### src/pkg/cc_timer_pkg.sv
// package for the two-channel capture/compare timer:
// register indexes, field positions, reset values and shared types.
// assumes a 32-bit axi4-lite master, byte address = 4 * register index.
package cc_timer_pkg;

  localparam int ADDR_W = 12;  // byte address width of the register window

  // register indexes; byte address is the index times four
  localparam logic [9:0] IDX_FREE_COUNT      = 10'h040;
  localparam logic [9:0] IDX_COUNTER_CONTROL = 10'h050;
  localparam logic [9:0] IDX_EDGE_CONTROL    = 10'h051;
  localparam logic [1:0][9:0] IDX_MATCH      = {10'h04C, 10'h04A};  // chan1, chan0
  localparam logic [1:0][9:0] IDX_LEVEL      = {10'h056, 10'h055};
  localparam logic [1:0][9:0] IDX_RELOAD     = {10'h0EC, 10'h0EA};

  // reset values
  localparam logic [15:0] WORD_RST            = 16'h0000;
  localparam logic [7:0]  COUNTER_CONTROL_RST = 8'hC0;
  localparam logic [7:0]  EDGE_CONTROL_RST    = 8'hC0;
  localparam logic [7:0]  LEVEL_CONTROL_RST   = 8'hF8;

  // writable masks and bits that always read as one
  localparam logic [7:0] COUNTER_CONTROL_WMASK = 8'h3F;
  localparam logic [7:0] EDGE_CONTROL_WMASK    = 8'h3C;
  localparam logic [7:0] UPPER_TWO_ONES        = 8'hC0;
  localparam logic [7:0] UPPER_FIVE_ONES       = 8'hF8;

  // field positions
  localparam int CLK_SEL_LSB   = 0;  // counter_control bits 2:0
  localparam int RUN_BIT       = 3;  // counter_run
  localparam int MODE_BIT0     = 4;  // chan0_mode_select, chan1 at 5
  localparam int EDGE_SEL_LSB0 = 2;  // chan0 edge select, chan1 at 4

  // capture edge select codes
  localparam logic [1:0] EDGE_NONE = 2'h0;
  localparam logic [1:0] EDGE_RISE = 2'h1;
  localparam logic [1:0] EDGE_FALL = 2'h2;
  localparam logic [1:0] EDGE_BOTH = 2'h3;

  // axi response codes
  localparam logic [1:0] RESP_OKAY   = 2'h0;
  localparam logic [1:0] RESP_DECERR = 2'h3;

  // level control register, low three bits
  typedef struct packed {
    logic sub_lvl;  // level_sub_buffer_bit, bit 2
    logic buf_lvl;  // level_buffer_bit, bit 1
    logic out_lvl;  // output_level_bit, bit 0
  } chan_ctrl_t;

endpackage

### src/design/cc_timer.sv
// two-channel capture/compare timer with a shared 16-bit up-counter,
// registers reached over axi4-lite.
// assumes one clock (aclk) and a synchronous active-low reset; pins are
// split into input, output and output enable, resolved outside.
//
// What this block does
// - two channels behave identically, different addresses
// - compare mode: match value compared with counter
// - capture edge copies counter, raises channel request; here only while the counter runs
// - match values read/write, reset to zero
// - match copies level buffer bit to output
// - match copies sub-buffer bit to level buffer
// - level control: three bits, upper five read one
// - edge select bits 2-3 chan0, 4-5 chan1
// - edge control: top two read one, bottom zero
// - edge control resets to C0, no capture edge
// - pins sampled on falling clock edge
// - match loads reload buffer into match value
// - reload buffers read/write, reset to zero
// - counter takes any written value, even running
// - bits 2:0 pick clock, bit 3 runs counter
// - bits 4/5 pick channel mode, one captures
// - output level bit written sets initial pin level
// - counter wraps to zero, raises overflow request
// - counter control resets C0, top bits read one
// - compare match raises the shared channel request
//
// Added by the designer: the placing of the registers and the AXI4-Lite register port.
module cc_timer
  import cc_timer_pkg::*;
#(
  // log2 of the divide ratio for each clock select code, code 0 lowest
  parameter logic [23:0] DIV_LOG2_TBL = {3'd7, 3'd6, 3'd5, 3'd4, 3'd3, 3'd2, 3'd1, 3'd0}
)
(
  input  wire logic                           aclk,
  input  wire logic                           aresetn,
  input  wire logic [cc_timer_pkg::ADDR_W-1:0] awaddr,
  input  wire logic                           awvalid,
  output logic                                awready,
  input  wire logic [31:0]                    wdata,
  input  wire logic [3:0]                     wstrb,
  input  wire logic                           wvalid,
  output logic                                wready,
  output logic [1:0]                          bresp,
  output logic                                bvalid,
  input  wire logic                           bready,
  input  wire logic [cc_timer_pkg::ADDR_W-1:0] araddr,
  input  wire logic                           arvalid,
  output logic                                arready,
  output logic [31:0]                         rdata,
  output logic [1:0]                          rresp,
  output logic                                rvalid,
  input  wire logic                           rready,
  input  wire logic [1:0]                     chan_pin_in,
  output logic [1:0]                          chan_pin_out,
  output logic [1:0]                          chan_pin_oe,
  output logic                                overflow_irq,
  output logic [1:0]                          chan_irq
);

  import cc_timer_pkg::*;

  // bus handshake state
  logic        awready_r;      // write address and data taken together
  logic        wready_r;
  logic        bvalid_r;
  logic [1:0]  bresp_r;
  logic        arready_r;
  logic        rvalid_r;
  logic [1:0]  rresp_r;
  logic [31:0] rdata_r;

  // timer state
  logic [15:0] count_r;             // free_running_count
  logic [7:0]  counter_control_r;   // upper two bits held at one
  logic [7:0]  edge_control_r;      // capture_edge_control
  logic [6:0]  prescale_r;          // free divider for the count clock
  logic        overflow_irq_r;

  // per-channel views gathered from the generate loop
  logic [15:0] match_w  [2];
  logic [15:0] reload_w [2];
  chan_ctrl_t  level_w  [2];
  logic [1:0]  pin_out_w;
  logic [1:0]  pin_oe_w;
  logic [1:0]  irq_w;

  // decoded strobes
  logic        wr_fire;        // write handshake edge
  logic        rd_fire;        // read handshake edge
  logic [9:0]  wr_idx;
  logic [9:0]  rd_idx;
  logic        wr_count;
  logic        wr_counter_control;
  logic        wr_edge_control;
  logic        run;
  logic [2:0]  div_log2;
  logic [6:0]  div_mask;
  logic        count_tick;     // counter advances this edge
  logic [31:0] rd_word;
  logic        rd_hit;
  logic        wr_hit;

  // merge a 16-bit register with the two low byte lanes of a write
  function automatic logic [15:0] merge16(input logic [15:0] old,
                                          input logic [31:0] data,
                                          input logic [3:0]  strb);
    logic [15:0] res;
    res = old;
    if (strb[0])
      res[7:0] = data[7:0];
    if (strb[1])
      res[15:8] = data[15:8];
    return res;
  endfunction

  // address decode; an access is taken one edge after both valids show
  assign wr_fire = awready_r && awvalid && wvalid;
  assign rd_fire = arready_r && arvalid;
  assign wr_idx  = awaddr[ADDR_W-1:2];
  assign rd_idx  = araddr[ADDR_W-1:2];

  assign wr_count           = wr_fire && (wr_idx == IDX_FREE_COUNT);
  assign wr_counter_control = wr_fire && (wr_idx == IDX_COUNTER_CONTROL) && wstrb[0];
  assign wr_edge_control    = wr_fire && (wr_idx == IDX_EDGE_CONTROL) && wstrb[0];

  // any printed register index answers okay, everything else decerr
  assign wr_hit = (wr_idx == IDX_FREE_COUNT) || (wr_idx == IDX_COUNTER_CONTROL) ||
                  (wr_idx == IDX_EDGE_CONTROL) ||
                  (wr_idx == IDX_MATCH[0]) || (wr_idx == IDX_MATCH[1]) ||
                  (wr_idx == IDX_LEVEL[0]) || (wr_idx == IDX_LEVEL[1]) ||
                  (wr_idx == IDX_RELOAD[0]) || (wr_idx == IDX_RELOAD[1]);

  // clock select through the divider table and run gating
  assign run        = counter_control_r[RUN_BIT];
  assign div_log2   = DIV_LOG2_TBL[3*counter_control_r[CLK_SEL_LSB +: 3] +: 3];
  assign div_mask   = 7'((8'd1 << div_log2) - 8'd1);
  assign count_tick = run && ((prescale_r & div_mask) == div_mask);

  // write channel: raise both readies for one cycle, then answer
  always_ff @(posedge aclk)
  begin
    if (!aresetn)
    begin
      awready_r <= 1'b0;
      wready_r  <= 1'b0;
      bvalid_r  <= 1'b0;
      bresp_r   <= RESP_OKAY;
    end
    else if (wr_fire)
    begin
      awready_r <= 1'b0;
      wready_r  <= 1'b0;
      bvalid_r  <= 1'b1;
      bresp_r   <= wr_hit ? RESP_OKAY : RESP_DECERR;
    end
    else
    begin
      // only one write in flight: wait until the response is gone
      awready_r <= awvalid && wvalid && !bvalid_r && !awready_r;
      wready_r  <= awvalid && wvalid && !bvalid_r && !awready_r;
      if (bvalid_r && bready)
        bvalid_r <= 1'b0;
    end
  end

  // read mux; fixed bits merged in here, though both control registers also store their upper ones
  always_comb
  begin
    rd_word = 32'h0000_0000;
    rd_hit  = 1'b1;
    if (rd_idx == IDX_FREE_COUNT)
      rd_word[15:0] = count_r;
    else if (rd_idx == IDX_COUNTER_CONTROL)
      rd_word[7:0] = counter_control_r | UPPER_TWO_ONES;
    else if (rd_idx == IDX_EDGE_CONTROL)
      rd_word[7:0] = (edge_control_r & EDGE_CONTROL_WMASK) | UPPER_TWO_ONES;
    else if (rd_idx == IDX_MATCH[0])
      rd_word[15:0] = match_w[0];
    else if (rd_idx == IDX_MATCH[1])
      rd_word[15:0] = match_w[1];
    else if (rd_idx == IDX_LEVEL[0])
      rd_word[7:0] = UPPER_FIVE_ONES | {5'h00, level_w[0]};
    else if (rd_idx == IDX_LEVEL[1])
      rd_word[7:0] = UPPER_FIVE_ONES | {5'h00, level_w[1]};
    else if (rd_idx == IDX_RELOAD[0])
      rd_word[15:0] = reload_w[0];
    else if (rd_idx == IDX_RELOAD[1])
      rd_word[15:0] = reload_w[1];
    else
      rd_hit = 1'b0;
  end

  // read channel: arready for one cycle, data registered on the handshake
  always_ff @(posedge aclk)
  begin
    if (!aresetn)
    begin
      arready_r <= 1'b0;
      rvalid_r  <= 1'b0;
      rresp_r   <= RESP_OKAY;
      rdata_r   <= 32'h0000_0000;
    end
    else if (rd_fire)
    begin
      arready_r <= 1'b0;
      rvalid_r  <= 1'b1;
      rresp_r   <= rd_hit ? RESP_OKAY : RESP_DECERR;
      rdata_r   <= rd_word;
    end
    else
    begin
      arready_r <= arvalid && !rvalid_r && !arready_r;
      if (rvalid_r && rready)
        rvalid_r <= 1'b0;
    end
  end

  // free-running prescaler; never reset by software so ratios stay exact
  always_ff @(posedge aclk)
  begin
    if (!aresetn)
      prescale_r <= 7'h00;
    else
      prescale_r <= prescale_r + 7'd1;
  end

  // counter control and capture edge control
  always_ff @(posedge aclk)
  begin
    if (!aresetn)
    begin
      counter_control_r <= COUNTER_CONTROL_RST;
      edge_control_r    <= EDGE_CONTROL_RST;
    end
    else
    begin
      if (wr_counter_control)  // upper two bits stay one
        counter_control_r <= (wdata[7:0] & COUNTER_CONTROL_WMASK) | UPPER_TWO_ONES;
      if (wr_edge_control)     // low bit pair stored as zero, upper pair as one
        edge_control_r <= (wdata[7:0] & EDGE_CONTROL_WMASK) | UPPER_TWO_ONES;
    end
  end

  // counter: a write wins over the tick so software sets the start value
  always_ff @(posedge aclk)
  begin
    if (!aresetn)
    begin
      count_r        <= WORD_RST;
      overflow_irq_r <= 1'b0;
    end
    else
    begin
      overflow_irq_r <= count_tick && !wr_count && (count_r == 16'hFFFF);
      if (wr_count)
        count_r <= merge16(count_r, wdata, wstrb);
      else if (count_tick)
        count_r <= count_r + 16'd1;  // wraps to zero
    end
  end

  // two identical channels; only their register indexes, mode and edge select bits and pins differ
  for (genvar g = 0; g < 2; g++)
  begin : chan
    logic       pin_fall_r;   // falling-edge sample of the pin
    logic       pin_q_r;      // second stage, sole reader of pin_fall_r
    logic       pin_prev_r;   // previous sample for edge detection
    logic [15:0] match_r;
    logic [15:0] reload_r;
    chan_ctrl_t  level_r;
    logic       oe_r;
    logic       irq_r;
    logic       capture_mode;
    logic [1:0] edge_sel;
    logic       edge_seen;
    logic       cap_hit;
    logic       cmp_hit;
    logic       wr_match;
    logic       wr_reload;
    logic       wr_level;

    assign capture_mode = counter_control_r[MODE_BIT0 + g];
    assign edge_sel     = edge_control_r[EDGE_SEL_LSB0 + 2*g +: 2];
    assign wr_match     = wr_fire && (wr_idx == IDX_MATCH[g]);
    assign wr_reload    = wr_fire && (wr_idx == IDX_RELOAD[g]);
    assign wr_level     = wr_fire && (wr_idx == IDX_LEVEL[g]) && wstrb[0];

    // edge decode; code zero disables capture
    always_comb
    begin
      unique case (edge_sel)
        EDGE_RISE: edge_seen = pin_q_r && !pin_prev_r;
        EDGE_FALL: edge_seen = !pin_q_r && pin_prev_r;
        EDGE_BOTH: edge_seen = pin_q_r ^ pin_prev_r;
        EDGE_NONE: edge_seen = 1'b0;
      endcase
    end

    // capture only while the counter runs; compare only on a count tick
    assign cap_hit = run && capture_mode && edge_seen;
    assign cmp_hit = count_tick && !capture_mode && (count_r == match_r);

    // pin sampled on the falling edge; pulses must outlast one clock
    always_ff @(negedge aclk)
    begin
      if (!aresetn)
        pin_fall_r <= 1'b0;
      else
        pin_fall_r <= chan_pin_in[g];
    end

    // bring the sample into the rising-edge domain
    always_ff @(posedge aclk)
    begin
      if (!aresetn)
      begin
        pin_q_r    <= 1'b0;
        pin_prev_r <= 1'b0;
      end
      else
      begin
        pin_q_r    <= pin_fall_r;
        pin_prev_r <= pin_q_r;
      end
    end

    // match value: hardware events win over a write in the same cycle
    always_ff @(posedge aclk)
    begin
      if (!aresetn)
        match_r <= WORD_RST;
      else if (cap_hit)
        match_r <= count_r;
      else if (cmp_hit)
        match_r <= reload_r;
      else if (wr_match)
        match_r <= merge16(match_r, wdata, wstrb);
    end

    // reload buffer, software only
    always_ff @(posedge aclk)
    begin
      if (!aresetn)
        reload_r <= WORD_RST;
      else if (wr_reload)
        reload_r <= merge16(reload_r, wdata, wstrb);
    end

    // level queue; a write landing on a match keeps only its sub bit,
    // which is why a read-modify-write near a match can misbehave
    always_ff @(posedge aclk)
    begin
      if (!aresetn)
        level_r <= chan_ctrl_t'(LEVEL_CONTROL_RST[2:0]);
      else if (cmp_hit)
      begin
        level_r.out_lvl <= level_r.buf_lvl;
        level_r.buf_lvl <= level_r.sub_lvl;
        if (wr_level)
          level_r.sub_lvl <= wdata[2];
      end
      else if (wr_level)
        level_r <= chan_ctrl_t'(wdata[2:0]);  // initial pin level
    end

    // pin enable follows the mode; request pulse covers both causes
    always_ff @(posedge aclk)
    begin
      if (!aresetn)
      begin
        oe_r  <= 1'b0;
        irq_r <= 1'b0;
      end
      else
      begin
        oe_r  <= !capture_mode;
        irq_r <= cap_hit || cmp_hit;
      end
    end

    assign match_w[g]   = match_r;
    assign reload_w[g]  = reload_r;
    assign level_w[g]   = level_r;
    assign pin_out_w[g] = level_r.out_lvl;
    assign pin_oe_w[g]  = oe_r;
    assign irq_w[g]     = irq_r;
  end

  // outputs, each straight from a flip-flop
  assign awready      = awready_r;
  assign wready       = wready_r;
  assign bvalid       = bvalid_r;
  assign bresp        = bresp_r;
  assign arready      = arready_r;
  assign rvalid       = rvalid_r;
  assign rresp        = rresp_r;
  assign rdata        = rdata_r;
  assign chan_pin_out = pin_out_w;
  assign chan_pin_oe  = pin_oe_w;
  assign chan_irq     = irq_w;
  assign overflow_irq = overflow_irq_r;

endmodule // cc_timer

### config.mk
export PLATFORM = sky130hd
export DESIGN_NAME = cc_timer
export DESIGN_NICKNAME = d
export VERILOG_FILES = /design/src/pkg/cc_timer_pkg.sv /design/src/design/cc_timer.sv
export SDC_FILE = /design/constraint.sdc
export NUM_CORES = 1
export LEC_CHECK = 0
export BUFFER_PORTS_ARGS = -buffer_cell sky130_fd_sc_hd__buf_2
export CORE_ASPECT_RATIO = 0.5
export CORE_UTILIZATION = 40
export DETAILED_ROUTE_END_ITERATION = 10
export PLACE_DENSITY = 0.6
export SETUP_SLACK_MARGIN = 0.3
export SYNTH_ARGS = -nofsm -noshare
export SYNTH_HDL_FRONTEND = slang
export SYNTH_SLANG_ARGS = --single-unit
### constraint.sdc
create_clock -name aclk -period 3.7 [get_ports aclk]
set_clock_uncertainty 0.1 [all_clocks]
set_input_delay 0.555 -clock aclk [delete_from_list [all_inputs] [get_ports aclk]]
set_output_delay 0.555 -clock aclk [all_outputs]
set_load 0.005 [all_outputs]
==> flow_summary_export.csv <==
group,metric,value,unit
power_and_ir_drop,ir_drop,0.346,mV
finish,layout.area.seq,2720,um2
setup_path,r2r_cells,10,
sta,fmax,0.305,GHz
detailed_routing,viasPerCell,5.82,
sta,tightest_slew,0.938,ns
detailed_routing,wl_met3,1720,um
synthesis,synthArstFlopShare,0,%
die,die_y,99.6,um
detailed_routing,ant_nets,0,
synthesis,ys_ff_latch,136,
synthesis,synth-edff-count,0,
finish,multiInputGateArea,4450,um2
hold_path,min_path_cells,3,
power_and_ir_drop,power.leakage,3.65,nW
place,dp_hpwl,18600,um
detailed_routing,highest-signal-layer,"met4",
status,outcome,"completed",
die,die_x,197,um
place,post-place-cells,1218,
synthesis,yosys_most_used_dff,"dfxtp_1",
global_routing,grt_pass1_wl,39600,um
detailed_routing,wl_per_cell,20.3,um
setup_path,r2r_slack,0.42,ns
sta,rsz0062_at_grt,"no",
clock_network,cts_tree,"yes",
detailed_routing,wl,25400,um
synthesis,yosysUniqueCellTypes,63,
detailed_routing,drcViolationCount,0,
setup_path,cp.required,3.91,ns
sta,fin_tns_setup,0,ns
hold_path,hp-class,"in2reg",
finish,final_common_cell,"dfxtp_1",
synthesis,syn_inst,936,
place,finalWeightedCongestion,0.885,
die,io_pins,117,
sta,hold_violations,0,
synthesis,ys_warn_count,0,
sta,setup_viol,0,
setup_path,crit_type,"reg2reg",
global_routing,grt_pass1_vias,6921,
synthesis,synth_area_per_cell,8.14,um2
setup_path,crit_path_end_kind,"register",
finish,final_nets,1056,
clock_network,clock_tree.root_cell,"clkbuf_16",
finish,drive_gt1_share,15.5,%
sta,drv_slew,0,
setup_path,critPathSlowestCell,"or4_4",
clock_network,clk_latency,0.45,ns
global_routing,grt_max_degree,79,
global_routing,grt-ovfl-total,0,
synthesis,syn_area,7610,um2
finish,fillCellCount,1819,
die,coreArea,18500,um2
clock_network,htreeDepth,4,
clock_network,clockBufferDepth,2,
setup_path,cp_cell_sequence,"or3_4 > ha_1 > o21ai_0 > a221o_1 > or4_1 > or4_4 > buf_12 > nand2_4 > nor3_4 > o2bb2ai_1",
clock_network,clock-sinks,136,
detailed_routing,met2_length,10900,um
setup_path,arrival,3.48,ns
place,port_buffers,78,
die,rows,35,
setup_path,crit_path_max_incr_delay,0.54,ns
sta,slew_headroom,37.4,%
die,fp.dieArea,19600,um2
sta,post-route-period-util,88.5,%
setup_path,crit_path_start_kind,"register",
die,start_util,41.1,%
finish,stdcell_count,1253,
setup_path,path_max_fanout,14,
detailed_routing,wl_met1,12200,um
detailed_routing,dr.pass1.iters,6,
clock_network,cts_made_buffers,17,
finish,area_delta_synth_final,15.1,%
finish,layout_common_cells,"dfxtp_1 (135), nor2_1 (115), buf_2 (78), a21oi_1 (76), nand2_1 (55)",
global_routing,antenna_found_initial,0,
detailed_routing,drtIter0Drc,676,
clock_network,clk_pin_slew,0.06,ns
sta,fin_crit,3.28,ns
global_routing,gr-usage-all-layers,26.6,%
synthesis,seq_area_frac_synth,35.8,%
power_and_ir_drop,powerDensity,390,nW/um2
job,cap_violations,0,
detailed_routing,vias,7291,
registers in the layout (all words and copies together) (netlist names), 4 cells and up:
name and flops:
chan.match_r 32, chan.reload_r 32, count_r 16, rdata 16
prescale_r 7, counter_control_r 6, chan.level_r 4, edge_control_r 4
path summary, 6_finish.rpt:
path | startpoint | endpoint
worst max-delay path | counter_control_r[0] | chan[0].match_r[2]
worst min-delay path | awvalid | wready
worst max register to register | counter_control_r[0] | chan[0].match_r[2]
worst min register to register | bvalid | wready
power breakdown:
| part | internal [mW] | switching, mW | leakage, nW | total, mW |
|---|---|---|---|---|
| sequential | 1.48 | 0.0150 | 1.10 | 1.50 |
| combinational | 0.0678 | 0.134 | 2.26 | 0.202 |
| clock | 1.02 | 0.698 | 0.284 | 1.72 |
critical path: cells and delay by family, from the launching register on:
kind            cells  cell delay (ns)
simple gates        5             1.63
compound gates      3             0.59
flops               1             0.36
fa+ha+maj           1             0.28
buf+inv             1             0.18
cell type report:
type,count,area share (%)
clock inverters,15,1.74
diodes,1,0.0286
well taps,259,3.70
flip-flops and latches,136,31.1
inverters,12,0.514
repair buffers,105,7.05
multi-input cells,706,50.8
clock buffers,19,5.05
layer usage:
layer  vias up  GRT usage [%]
li1       3478              -
met1      3517           37.3
met2       254           40.0
met3        42           6.54
met4         0           8.29
met5         -              0
Yosys cell counts, drive strengths merged (20+ instances only):
master,instances,area [um2]
a21oi,76,380
o2bb2ai,28,245
mux2i,43,430
clkbuf,59,221
buf,37,263
nand2,56,213
o221ai,30,294
a22oi,21,158
o22ai,21,131
nand3,23,115
and2,28,175
dfxtp,136,2720
o21ai,41,205
xnor2,20,175
nor2,115,432
a211oi,21,168
through the flow:
step	setup slack, ns	area (um2)	power (mW)	hold WS [ns]	util (%)
floorplan	0.337	7670	1.65	0.310	-
global placement	0.234	8120	1.72	0.330	43.8
detailed placement	0.175	8120	1.73	0.343	43.8
CTS	0.325	8730	3.44	0.255	47.1
global route	0.309	8760	3.54	0.270	47.3
finish	0.425	8760	3.41	0.275	47.3
cells by family (layout without fill, tap and decap cells):
kind of cell             after synthesis  count (layout)  share of synthesized area, %
multiplexers                          43              43                          5.65
XOR/XNOR                              39              39                          4.49
adder cells (fa/ha/maj)                7               7                          1.15
flip-flops                           136             136                          35.8
other                                  1              17                        0.0492
AO/OA/AOI/OAI                        282             282                          25.4
AND/OR/NAND/NOR                      319             319                          20.5
buffers and inverters                109             151                          7.00
timing repair:
action                     4_1_cts  5_1_grt
buffers inserted                 1        0
setup endpoints to repair       16       19
gates resized for setup          2        7
hold buffers                     0        0
(Power assumes the default switching activity.)
